**src/cfg_lock_map.svh**
```systemverilog
// Offsets, key values and reset values of the configuration lock bank.
// Assumes word addressing on a simple synchronous request port.
`ifndef CFG_LOCK_MAP_SVH
`define CFG_LOCK_MAP_SVH

// ==========================================================
// Register indices (word address)
`define ADDR_W            4
`define IDX_KEY_FIRST     4'h0
`define IDX_KEY_SECOND    4'h1
`define IDX_LOCK_STATUS   4'h2
`define IDX_BANK_BASE     4'h8
`define BANK_WORDS        8
// Bank words at or above this index are read-only
`define BANK_RO_FIRST     6

// ==========================================================
// Key values, arbitrary for this design
`define KEY_FIRST_VAL     32'h5A5A_1234
`define KEY_SECOND_VAL    32'hA5A5_8765

// ==========================================================
// Reset values
`define BANK_RESET_VAL    32'h0000_0000
`define RO_WORD_VAL       32'h0000_0001

`endif

```
**src/cfg_lock_pkg.sv**
```systemverilog
// Types of the configuration lock bank.
// Assumes nothing of its surroundings.
package cfg_lock_pkg;
  typedef enum logic [1:0] {
    LOCKED,
    HALF_KEYED,
    UNLOCKED
  } lock_state_t;
endpackage

```
**src/cfg_bank_word.sv**
```systemverilog
// One writable word of the protected configuration bank.
// Assumes the caller has already gated the write with the lock state.
`timescale 1ns/1ps
`include "cfg_lock_map.svh"
module cfg_bank_word (
  input  wire logic        ref_clk_i,
  input  wire logic        resetn_i,
  input  wire logic        we_i,
  input  wire logic [31:0] wdata_i,
  output logic      [31:0] q_o
);
  logic [31:0] val_r;
  logic [31:0] val_nxt;

  always_comb begin
    val_nxt = val_r;
    if (we_i) begin
      val_nxt = wdata_i;
    end
  end

  always_ff @(posedge ref_clk_i) begin
    if (!resetn_i) begin
      val_r <= `BANK_RESET_VAL;
    end else begin
      val_r <= val_nxt;
    end
  end

  assign q_o = val_r;
endmodule

```
**src/config_register_write_lock.sv**
```systemverilog
// What this block does
// - Lock engaged from reset; bank rejects writes but stays readable.
// - Unlock needs correct first-key write and correct second-key write.
// - Unlocked bank accepts writes to writable words; read-only words ignore.
// - One shared key pair and lock state for all cores.
// - Wrong key value written while unlocked re-engages the lock.
//
// Holds the key registers, lock state machine and protected bank.
// Limitation: a wrong key from any core relocks the bank for all cores.
// Assumes a single request port already arbitrated between all cores.
`timescale 1ns/1ps
`include "cfg_lock_map.svh"
module config_register_write_lock (
  input  wire logic                 ref_clk_i,
  input  wire logic                 resetn_i,
  input  wire logic                 req_i,
  input  wire logic                 we_i,
  input  wire logic [`ADDR_W-1:0]   addr_i,
  input  wire logic [31:0]          wdata_i,
  output logic                      ack_o,
  output logic      [31:0]          rdata_o,
  output logic                      unlocked_o
);
  // ==========================================================
  // Request decode
  // Flags are decoded once so the lock and bank logic read plain names
  // Bank space is the upper half of the word index
  logic                      wr_req;
  logic                      rd_req;
  logic                      hit_key1;
  logic                      hit_key2;
  logic                      hit_status;
  logic                      hit_bank;
  logic                      wr_key1;
  logic                      wr_key2;
  logic                      key1_ok;
  logic                      key2_ok;

  always_comb begin
    wr_req     = req_i & we_i;
    rd_req     = req_i & ~we_i;
    hit_key1   = (addr_i == `IDX_KEY_FIRST);
    hit_key2   = (addr_i == `IDX_KEY_SECOND);
    hit_status = (addr_i == `IDX_LOCK_STATUS);
    hit_bank   = (addr_i >= `IDX_BANK_BASE);
    wr_key1    = wr_req & hit_key1;
    wr_key2    = wr_req & hit_key2;
  end

  // ==========================================================
  // Key compare
  // Exact match only; any other value counts as a wrong key
  always_comb begin
    key1_ok = (wdata_i == `KEY_FIRST_VAL);
    key2_ok = (wdata_i == `KEY_SECOND_VAL);
  end

  // ==========================================================
  // Lock state machine
  // One state for every core: a wrong key from any core locks them all
  cfg_lock_pkg::lock_state_t state_r;
  cfg_lock_pkg::lock_state_t state_nxt;

  // Single state for all cores, so one core's wrong key locks everyone
  always_comb begin
    state_nxt = state_r;
    case (state_r)
      cfg_lock_pkg::LOCKED: begin
        if (wr_key1 && key1_ok) begin
          state_nxt = cfg_lock_pkg::HALF_KEYED;
        end
      end
      cfg_lock_pkg::HALF_KEYED: begin
        if (wr_key2) begin
          state_nxt = key2_ok ? cfg_lock_pkg::UNLOCKED : cfg_lock_pkg::LOCKED;
        end else if (wr_key1 && !key1_ok) begin
          state_nxt = cfg_lock_pkg::LOCKED;
        end
      end
      cfg_lock_pkg::UNLOCKED: begin
        if ((wr_key1 && !key1_ok) || (wr_key2 && !key2_ok)) begin
          state_nxt = cfg_lock_pkg::LOCKED;
        end
      end
      default: begin
        state_nxt = cfg_lock_pkg::LOCKED;
      end
    endcase
  end

  // ==========================================================
  // State register
  // Power-on reset always lands in the locked state
  always_ff @(posedge ref_clk_i) begin
    if (!resetn_i) begin
      state_r <= cfg_lock_pkg::LOCKED;
    end else begin
      state_r <= state_nxt;
    end
  end

  // ==========================================================
  // Protected bank
  logic [31:0]               bank_q [`BANK_WORDS];
  logic                      bank_sel;
  logic [2:0]                bank_idx;
  logic                      bank_open;
  logic [`BANK_WORDS-1:0]    bank_we;

  assign bank_sel = hit_bank;
  assign bank_idx = addr_i[2:0];

  // ==========================================================
  // Bank write gate
  // Writes while locked are dropped here, yet still acked below
  // Indices at or above the read-only boundary never get an enable
  always_comb begin
    bank_open = (state_r == cfg_lock_pkg::UNLOCKED);
    bank_we   = 8'h00;
    for (int k = 0; k < `BANK_RO_FIRST; k++) begin
      bank_we[k] = wr_req & bank_sel & bank_open & (bank_idx == 3'(k));
    end
  end

  // ==========================================================
  // Bank words
  // Read-only words have no storage, so no write can ever reach them
  genvar g;
  generate
    for (g = 0; g < `BANK_WORDS; g = g + 1) begin : gen_word
      if (g < `BANK_RO_FIRST) begin : gen_rw
        cfg_bank_word u_word (
          .ref_clk_i (ref_clk_i),
          .resetn_i  (resetn_i),
          .we_i      (bank_we[g]),
          .wdata_i   (wdata_i),
          .q_o       (bank_q[g])
        );
      end else begin : gen_ro
        assign bank_q[g] = `RO_WORD_VAL;
      end
    end
  endgenerate

  // ==========================================================
  // Status word
  // Shows the state before any key write of the same cycle takes effect
  // Bit 0 is the unlocked flag, bit 1 the half-keyed flag
  logic [31:0]               status_word;

  always_comb begin
    status_word    = 32'h0000_0000;
    status_word[0] = (state_r == cfg_lock_pkg::UNLOCKED);
    status_word[1] = (state_r == cfg_lock_pkg::HALF_KEYED);
  end

  // ==========================================================
  // Acknowledge
  // Every request is acked, dropped writes too, so no core ever stalls
  // Pulse lasts one cycle per request, back to back allowed
  logic                      ack_nxt;

  always_comb begin
    ack_nxt = req_i;
  end

  always_ff @(posedge ref_clk_i) begin
    if (!resetn_i) begin
      ack_o <= 1'h0;
    end else begin
      ack_o <= ack_nxt;
    end
  end

  // ==========================================================
  // Read data
  // Key words read as zero, so software cannot read the keys back
  logic [31:0]               rdata_nxt;

  always_comb begin
    rdata_nxt = 32'h0000_0000;
    if (rd_req) begin
      if (bank_sel) begin
        rdata_nxt = bank_q[bank_idx];
      end else if (hit_status) begin
        rdata_nxt = status_word;
      end else if (hit_key1 || hit_key2) begin
        rdata_nxt = 32'h0000_0000;
      end else begin
        rdata_nxt = 32'h0000_0000;
      end
    end
  end

  always_ff @(posedge ref_clk_i) begin
    if (!resetn_i) begin
      rdata_o <= 32'h0000_0000;
    end else begin
      rdata_o <= rdata_nxt;
    end
  end

  // ==========================================================
  // Lock flag
  // Taken from the next state, so it shows the key write of this edge
  // Reset clears it together with the state
  logic                      unl_nxt;

  always_comb begin
    unl_nxt = (state_nxt == cfg_lock_pkg::UNLOCKED);
  end

  always_ff @(posedge ref_clk_i) begin
    if (!resetn_i) begin
      unlocked_o <= 1'h0;
    end else begin
      unlocked_o <= unl_nxt;
    end
  end
endmodule

```
**config.mk**
```make
export PLATFORM = sky130hd
export DESIGN_NAME = config_register_write_lock
export DESIGN_NICKNAME = d
export VERILOG_FILES = /design/src/cfg_lock_pkg.sv /design/src/cfg_bank_word.sv /design/src/config_register_write_lock.sv
export VERILOG_INCLUDE_DIRS = /design/src
export SDC_FILE = /design/constraint.sdc
export NUM_CORES = 1
export LEC_CHECK = 0
export ABC_AREA = 1
export BUFFER_PORTS_ARGS = -buffer_cell sky130_fd_sc_hd__buf_2
export CORE_ASPECT_RATIO = 1.75
export CORE_MARGIN = 3
export CORE_UTILIZATION = 59
export DETAILED_ROUTE_END_ITERATION = 10
export PLACE_DENSITY = 0.79
export SLEW_MARGIN = 20
export SYNTH_ARGS = -nofsm -noshare
export SYNTH_HDL_FRONTEND = slang
export SYNTH_SLANG_ARGS = --single-unit
```
**constraint.sdc**
```tcl
create_clock -name ref_clk_i -period 1.9 [get_ports ref_clk_i]
set_clock_uncertainty 0.1 [all_clocks]
set_input_delay 0.095 -clock ref_clk_i [delete_from_list [all_inputs] [get_ports ref_clk_i]]
set_output_delay 0.095 -clock ref_clk_i [all_outputs]
set_load 0.05 [all_outputs]
```
==> results of run 1 <==
[kinds of logic (layout without fill, tap and decap cells)]
kind of cell / Yosys count / count (layout) / synth area share (%)
compound gates: 435 / 435 / 25.96
flops: 228 / 228 / 50.08
buf+inv: 179 / 270 / 8.059
simple gates: 355 / 355 / 15.90
[layout make-up]
type,count,area share (%)
Multi-Input combinational cell,790,35.70
Inverter,92,3.243
Timing Repair Buffer,142,9.834
Clock buffer,30,5.681
Sequential cell,228,42.56
Tap cell,183,2.135
Clock inverter,6,0.8516
[cell usage after synthesis, types with 2 or more instances]
cell and count:
nand4_1 2, dfxtp_1 228, buf_2 29, nor3_4 3, buf_1 3, a41oi_1 13, nor2_1 22, nand3_1 6
nor3_2 2, a21oi_1 197, buf_6 3, inv_2 6, a22oi_1 45, nor3_1 2, nand2_1 311, o211ai_1 2
inv_1 86, o21ai_0 148, clkbuf_1 51, nor2_4 3, a31oi_1 17, o21ai_1 12
[layer usage]
| metal | GRT usage (%) | part of all wire [%] |
|---|---|---|
| met1 | 35.58 | 39 |
| met3 | 3.158 | 6.1 |
| met2 | 51.44 | 51 |
| met4 | 12.72 | 3.5 |
| met5 | 0 | 0 |
[sequential cells by signal (all words and copies together) (netlist names)]
| name | count |
|---|---|
| unlocked_o | 1 |
| ack_o | 1 |
| state_r | 2 |
| rdata_o | 32 |
| gen_word.gen_rw.u_word.q_o | 192 |
[through the flow]
stage	utilization [%]	worst slack [ps]
2_1_floorplan	-	375.4
3_3_place_gp	64.38	197.4
3_5_place_dp	64.38	154.3
4_1_cts	71.53	146.3
5_1_grt	71.57	16.21
6_report	71.57	126.1
[critical path, delay by kind of cell, from the launching register on]
family,cells,cell delay (ps)
AND/OR/NAND/NOR,3,620
flip-flops,1,520
AO/OA/AOI/OAI,1,70
buffers and inverters,1,340
[power by group]
part / switching [W] / total [W] / internal, W
Combinational: 0.000376 / 0.000538 / 0.000162
Sequential: 0.00000169 / 0.00479 / 0.00478
Clock: 0.00180 / 0.00431 / 0.00251
[worst max-delay path by stage]
stage,startpoint,depth (start not counted),end
after detailed placement,state_r[1],5,gen_word[1].gen_rw.u_word.q_o[0]
after global placement,addr_i[0],7,gen_word[4].gen_rw.u_word.q_o[0]
after CTS,state_r[1],5,gen_word[1].gen_rw.u_word.q_o[14]
after floorplan,state_r[1],7,gen_word[4].gen_rw.u_word.q_o[23]
after global routing,state_r[1],5,gen_word[1].gen_rw.u_word.q_o[28]
final,state_r[1],5,gen_word[1].gen_rw.u_word.q_o[14]
[timing repair]
action / in CTS / in global routing
resized for setup: 0 / 3
endpoints found under the setup margin: 0 / 3
hold buffers: 37 / 0
buffers inserted: 0 / 0
hold endpoints to repair: 195 / 0
==> out/metrics.cfg, run 1 <==
[placement]
placed_area_um2=9648
numPortBuffers=73
gp_congestion=0.8465
place_hpwl_mm=15.29
dp.cells=1398

[critical_path]
r2r_slack_ps=130
path_max_fanout=32
worst_ep_arrival_time_ps=2040
rr_startpoint=state_r[1]
cp_data_required_time_ps=2170
r2r-end=gen_word[1].gen_rw.u_word.q_o[14]
slowest_stage=dfxtp_1
endpoint_kind=flip-flop
cp_cell_sequence=nand4_4 > nor3_4 > inv_2 > nand2_1 > a21oi_1
slowest_delay_ps=520
start_kind=flip-flop
crit_type=reg2reg
r2r_cells=5

[drt]
num_vias=8565
detail_route.first_pass.iterations=6
drc=0
ant_nets=0
drtIter0Drc=542
routed_via_density=5.823
drt-wirelength-per-cell_um=16.96
drt_wl_total_mm=24.95

[clocking]
cts_buffers=21
cts_tree=built
cts_max_level=1
clock-sinks=228
cts_buffer_depth=3
root_buffer=clkbuf_16
path_clk_slew_ps=70
clock_latency_ps=490

[synthesis]
syn_avg_cell_area_um2=7.614
synth-main-ff-cell=dfxtp_1
synth_cell_types=28
yosysSeqAreaShare_pct=50.08
syn_nets=1237
yosys_register_bits=228
synthArstFlopShare_pct=0
syn_area_um2=9114
yosysTopAreaCell=dfxtp_1
syn_inst=1197
yosys_warnings=0
yosysTopAreaCellShare_pct=50.08
synth_edf_count=0
synth_area_leaders=dfxtp_1 50%, nand2_1 13%, a21oi_1 11%

[cells_and_area]
final_area_um2=10730
nFillCells=1208
diodes=0
layout_commonest_cell=nand2_1
fin_cells=1471
register_area_um2=4564
final_cell_mix=311 x nand2_1, 228 x dfxtp_1, 197 x a21oi_1
layout-drive-gt1-share_pct=12.19
area_growth_pct=17.68
fin_nets=1315
multi_input_area_um2=3829

[sta]
hold_viol_final=0
hold_slack_ps=88.06
grt_setup_unrepaired=no
period_share_pct=93.36
fmax_mhz=563.7
setup_viol=0
tns_ps=0
tightest_slew_ps=744.2
relSlewSlack_pct=50.31
drv_slew=0
finalCriticalPeriod_ps=1774

[floorplan]
initial_utilization_pct=60.82
dieArea_um2=17030
die_h_um=170.4
core_um2=14990
io_pins=74
row_count=59
chipWidth_um=99.95

[min_path]
hp-start=addr_i[2]
hold_end=rdata_o[1]
hold_depth=4
hp-class=in2reg

[pwr]
ir_drop_mv=0.7708
p_leak_nw=3.905
power.density_nw_per_um2=898.2
finalPower_w=0.009633

[global_route]
grt_pass1_wl_mm=40.66
grt_max_degree=99
grt_pass1_vias=8401
antenna_found_initial=0
grt_usage_pct=29.18
grt.overflow.total=0

[status]
status=complete, no violations

[job]
max_cap_violations=0

Note: power is estimated with default switching activity, not from simulation.
==> run 2: changes to the inputs <==
--- a/config.mk
+++ b/config.mk
@@ -9,10 +9,9 @@
 export ABC_AREA = 1
 export BUFFER_PORTS_ARGS = -buffer_cell sky130_fd_sc_hd__buf_2
 export CORE_ASPECT_RATIO = 1.75
-export CORE_MARGIN = 3
 export CORE_UTILIZATION = 59
 export DETAILED_ROUTE_END_ITERATION = 10
-export PLACE_DENSITY = 0.79
+export PLACE_DENSITY = 0.78
 export SLEW_MARGIN = 20
 export SYNTH_ARGS = -nofsm -noshare
 export SYNTH_HDL_FRONTEND = slang
==> out/metrics.cfg, run 2 (synthesis gave the netlist of run 1 again) <==
[floorplan]
io_pins=74
row_count=59
core_um2=14990
chipWidth_um=95.95
die_h_um=166.4
initial_utilization_pct=60.82
dieArea_um2=15970

[status]
status=complete, no violations

[global_route]
grt_max_degree=65
grt_pass1_vias=7968
antenna_found_initial=0
grt.overflow.total=0
grt_pass1_wl_mm=39.30
grt_usage_pct=31.14

[cells_and_area]
nFillCells=1197
largest_reg_flops=192
diodes=0
layout_commonest_cell=nand2_1
area_growth_pct=18.44
fin_nets=1313
layout-drive-gt1-share_pct=12.27
final_cell_mix=311 x nand2_1, 228 x dfxtp_1, 197 x a21oi_1
register_area_um2=4564
multi_input_area_um2=3829

[drt]
met2_length_mm=12.21
wl_met1_mm=9.808
routed.top_layer=met4
drc=0
drt-wirelength-per-cell_um=16.67
ant_nets=0
num_vias=8489
drtIter0Drc=645
drt_wl_total_mm=24.52
routed_via_density=5.771
met3RoutedLength_mm=1.619
detail_route.first_pass.iterations=5

[placement]
gp_congestion=0.8587
numPortBuffers=73
place_hpwl_mm=14.50

[pwr]
power.density_nw_per_um2=930.4
ir_drop_mv=0.7384
p_leak_nw=3.938
finalPower_w=0.01004

[clocking]
cts_buffers=21
clock_latency_ps=510
path_clk_slew_ps=60
cts_max_level=1
clock-sinks=228
cts_setup_buffers=0
cts_tree=built
root_buffer=clkbuf_16
cts_buffer_depth=3

[sta]
setup_viol=0
relSlewSlack_pct=52.12
tns_ps=0
grt_setup_unrepaired=no
finalCriticalPeriod_ps=1768
hold_slack_ps=84.15
period_share_pct=93.06
fmax_mhz=565.6
tightest_slew_ps=717.2
hold_viol_final=0
drv_slew=0

[critical_path]
endpoint=gen_word[1].gen_rw.u_word.q_o[25]
path_max_fanout=19
endpoint_kind=flip-flop
rr_startpoint=state_r[1]
worst_ep_arrival_time_ps=2090
cp_data_required_time_ps=2220
crit_path_start=state_r[1]
crit_type=reg2reg
r2r-end=gen_word[1].gen_rw.u_word.q_o[25]
r2r_slack_ps=130
start_kind=flip-flop
r2r_cells=5

[min_path]
hp-class=in2reg

[job]
max_cap_violations=0

==> run 2: through the flow <==
stage	std cells	area [um^2]	worst slack (ps)	utilization (%)
2_1_floorplan	1197	9114	375.4	-
3_3_place_gp	1396	9646	229.2	64.37
3_5_place_dp	1396	9646	168.5	64.37
4_1_cts	1471	10790	156.3	72.03
5_1_grt	1471	10790	4.106	72.03
6_report	1471	10790	131.9	72.03
==> run 2: layout make-up <==
class / instances / area share, %
clock buffers: 28 / 5.483
clock inverters: 10 / 1.727
inverters: 92 / 3.199
multi-input cells: 790 / 35.47
flip-flops and latches: 228 / 42.29
well taps: 183 / 2.121
repair buffers: 140 / 9.714
==> run 2: layer usage <==
| metal | up-vias | track usage [%] |
|---|---|---|
| met3 | 78 | 3.242 |
| met5 | - | 0 |
| met4 | 0 | 13.82 |
| met1 | 3922 | 39.69 |
| met2 | 339 | 52.27 |
| li1 | 4150 | - |
==> run 2: where the power goes <==
part	switching (W)	internal, W
registers	0.00000169	0.00478
clock network	0.00184	0.00289
logic	0.000373	0.000160
total	0.00221	0.00783
==> run 2: critical path, stage by stage, from the launching register on <==
cell and delay, ps:
dfxtp_1 510, nand4_4 230, nor3_4 210, buf_4 330, nand2_1 120, a21oi_1 190
==> run 2: timing repair <==
| item | 4_1_cts | 5_1_grt |
|---|---|---|
| hold buffers | 37 | 0 |
| resized for setup | 0 | 0 |
| endpoints found under the setup margin | 0 | 0 |
| endpoints found under the hold margin | 197 | 0 |
==> run 2: how the worst min path moves through the flow <==
| stage | startpoint | to | slack (ps) | cells after the start |
|---|---|---|---|---|
| final | addr_i[2] | rdata_o[1] | 80 | 4 |
| after global routing | addr_i[2] | rdata_o[1] | 110 | 4 |
| after CTS | addr_i[2] | rdata_o[1] | 60 | 4 |
| after detailed placement | req_i | ack_o | 230 | 3 |
| after global placement | req_i | ack_o | 210 | 3 |
| after floorplan | req_i | ack_o | 110 | 2 |
==> run 3: changes to the inputs <==
--- a/config.mk
+++ b/config.mk
@@ -8,7 +8,6 @@
 export LEC_CHECK = 0
 export ABC_AREA = 1
 export BUFFER_PORTS_ARGS = -buffer_cell sky130_fd_sc_hd__buf_2
-export CORE_ASPECT_RATIO = 1.75
 export CORE_UTILIZATION = 59
 export DETAILED_ROUTE_END_ITERATION = 10
 export PLACE_DENSITY = 0.78
==> out/metrics.cfg, run 3 (synthesis gave the netlist of run 1 again) <==
[status]
status=complete, no violations

[clocking]
cts_buffers=24
root_buffer=clkbuf_16
cts_setup_buffers=0
path_clk_slew_ps=60
cts_buffer_depth=3
clock_latency_ps=520
cts_resized=0
cts_tree=built
cts_max_level=1
clock-sinks=228

[cells_and_area]
layout_commonest_cell=nand2_1
diodes=0
final_cell_mix=311 x nand2_1, 228 x dfxtp_1, 197 x a21oi_1
area_growth_pct=18.81
final_area_um2=10830
fin_nets=1324
layout-drive-gt1-share_pct=12.99
fin_cells=1489
largest_reg_flops=192

[sta]
drv_slew=0
grt_setup_unrepaired=no
hold_viol_final=0
finalCriticalPeriod_ps=1742
setup_viol=0
period_share_pct=91.67
fmax_mhz=574.1
tns_ps=0
finalWorstSetupSlack_ps=158.3
relSlewSlack_pct=51.88
tightest_slew_ps=720.7

[global_route]
grt_pass1_vias=8171
grt_pass1_wl_mm=41.06
grt_usage_pct=31.92
grt_max_degree=99
antenna_found_initial=0
grt.overflow.total=0

[floorplan]
chipWidth_um=126.3
io_pins=74
initial_utilization_pct=60.17
core_um2=15150
row_count=45
dieArea_um2=15950
die_h_um=126.3

[placement]
numPortBuffers=73
place_hpwl_mm=15.13
dp.cells=1409
dp_worst_setup_slack_ps=231.3
gp_congestion=0.8853
placed_area_um2=9712

[pwr]
p_leak_nw=3.967
power.density_nw_per_um2=903.4
power.share.combinational_pct=5.5
swShare_pct=23.37
clkPwrFrac_pct=45.5
power_frac_seq_pct=49.0
switching_power_w=0.002286
ir_drop_mv=0.9618
p_int_w=0.007496

[min_path]
hold_depth=4
hp-class=in2reg

[critical_path]
start_kind=input port
slowest_stage=dlygate4sd3_1
path_max_fanout=5
endpoint_kind=flip-flop
r2r_cells=6
cp_cell_sequence=dlygate4sd3_1 > buf_2 > inv_1 > nand2_1 > nor2_1 > nand2_1 > nor2_1 > nand2_1 > nand2_1 > nand2_1 > a21oi_1
crit_type=in2reg
cp_data_required_time_ps=2220
slowest_delay_ps=530
crit_top_cell=nand2_1
worst_ep_arrival_time_ps=2060

[job]
max_cap_violations=0

[drt]
detail_route.first_pass.iterations=7
drc=0
drt_wl_total_mm=25.25
num_vias=8674
drt-wirelength-per-cell_um=16.96
drtIter0Drc=796
routed_via_density=5.825
ant_nets=0

==> run 3: path summary, 6_finish.rpt <==
kind,end,from,slack (ps)
max,unlocked_o,wdata_i[13],160
min,rdata_o[0],addr_i[2],70
max reg2reg,gen_word[3].gen_rw.u_word.q_o[22],state_r[0],170
min reg2reg,gen_word[2].gen_rw.u_word.q_o[26],gen_word[2].gen_rw.u_word.q_o[26],350
==> run 3: per-stage QoR <==
step                      total power, W  util [%]  hold WS [ps]
after global placement          0.005360     64.12         209.8
after floorplan                 0.005143         -         106.5
final                           0.009782     71.49         70.85
after global routing             0.01005     71.49         105.9
after detailed placement        0.005362     64.12         225.6
after CTS                       0.009799     71.49         51.39
==> run 3: critical path, delay by kind of cell <==
kind,cells,cell delay [ps]
buffers and inverters,3,800
AOI/OAI and AO/OA,1,210
and+or+nand+nor,7,950
==> run 3: cell type report <==
type                       count  area (um^2)
inverter                      92        345.3
timing repair buffer         148         1109
clock buffer                  31        646.9
fill                        1183         4318
tap                          188        235.2
clock inverter                12        98.84
sequential                   228         4564
multi-input combinational    790         3829
==> run 3: metal layers <==
layer  up-vias  GRT usage [%]  wire, um  part of all wire, %
met4         0          13.18       814                  3.2
met5         -              0         0                    0
met2       420          53.49     11950                   47
met1      4015          41.39     10480                   42
li1       4173              -         -                    -
met3        66          4.545      1996                  7.9
==> run 3: timing repair <==
action / in CTS / in global routing
setup endpoints to repair: 0 / 0
hold buffers: 37 / 0
endpoints found under the hold margin: 195 / 0
==> run 3: power groups by stage <==
stage	registers [W]	clock network [W]	logic, W
4_1_cts	0.00479	0.00448	0.000529
6_report	0.00479	0.00445	0.000541
2_1_floorplan	0.00492	0	0.000218
3_5_place_dp	0.00490	0	0.000466
3_3_place_gp	0.00490	0	0.000465
5_1_grt	0.00479	0.00469	0.000576
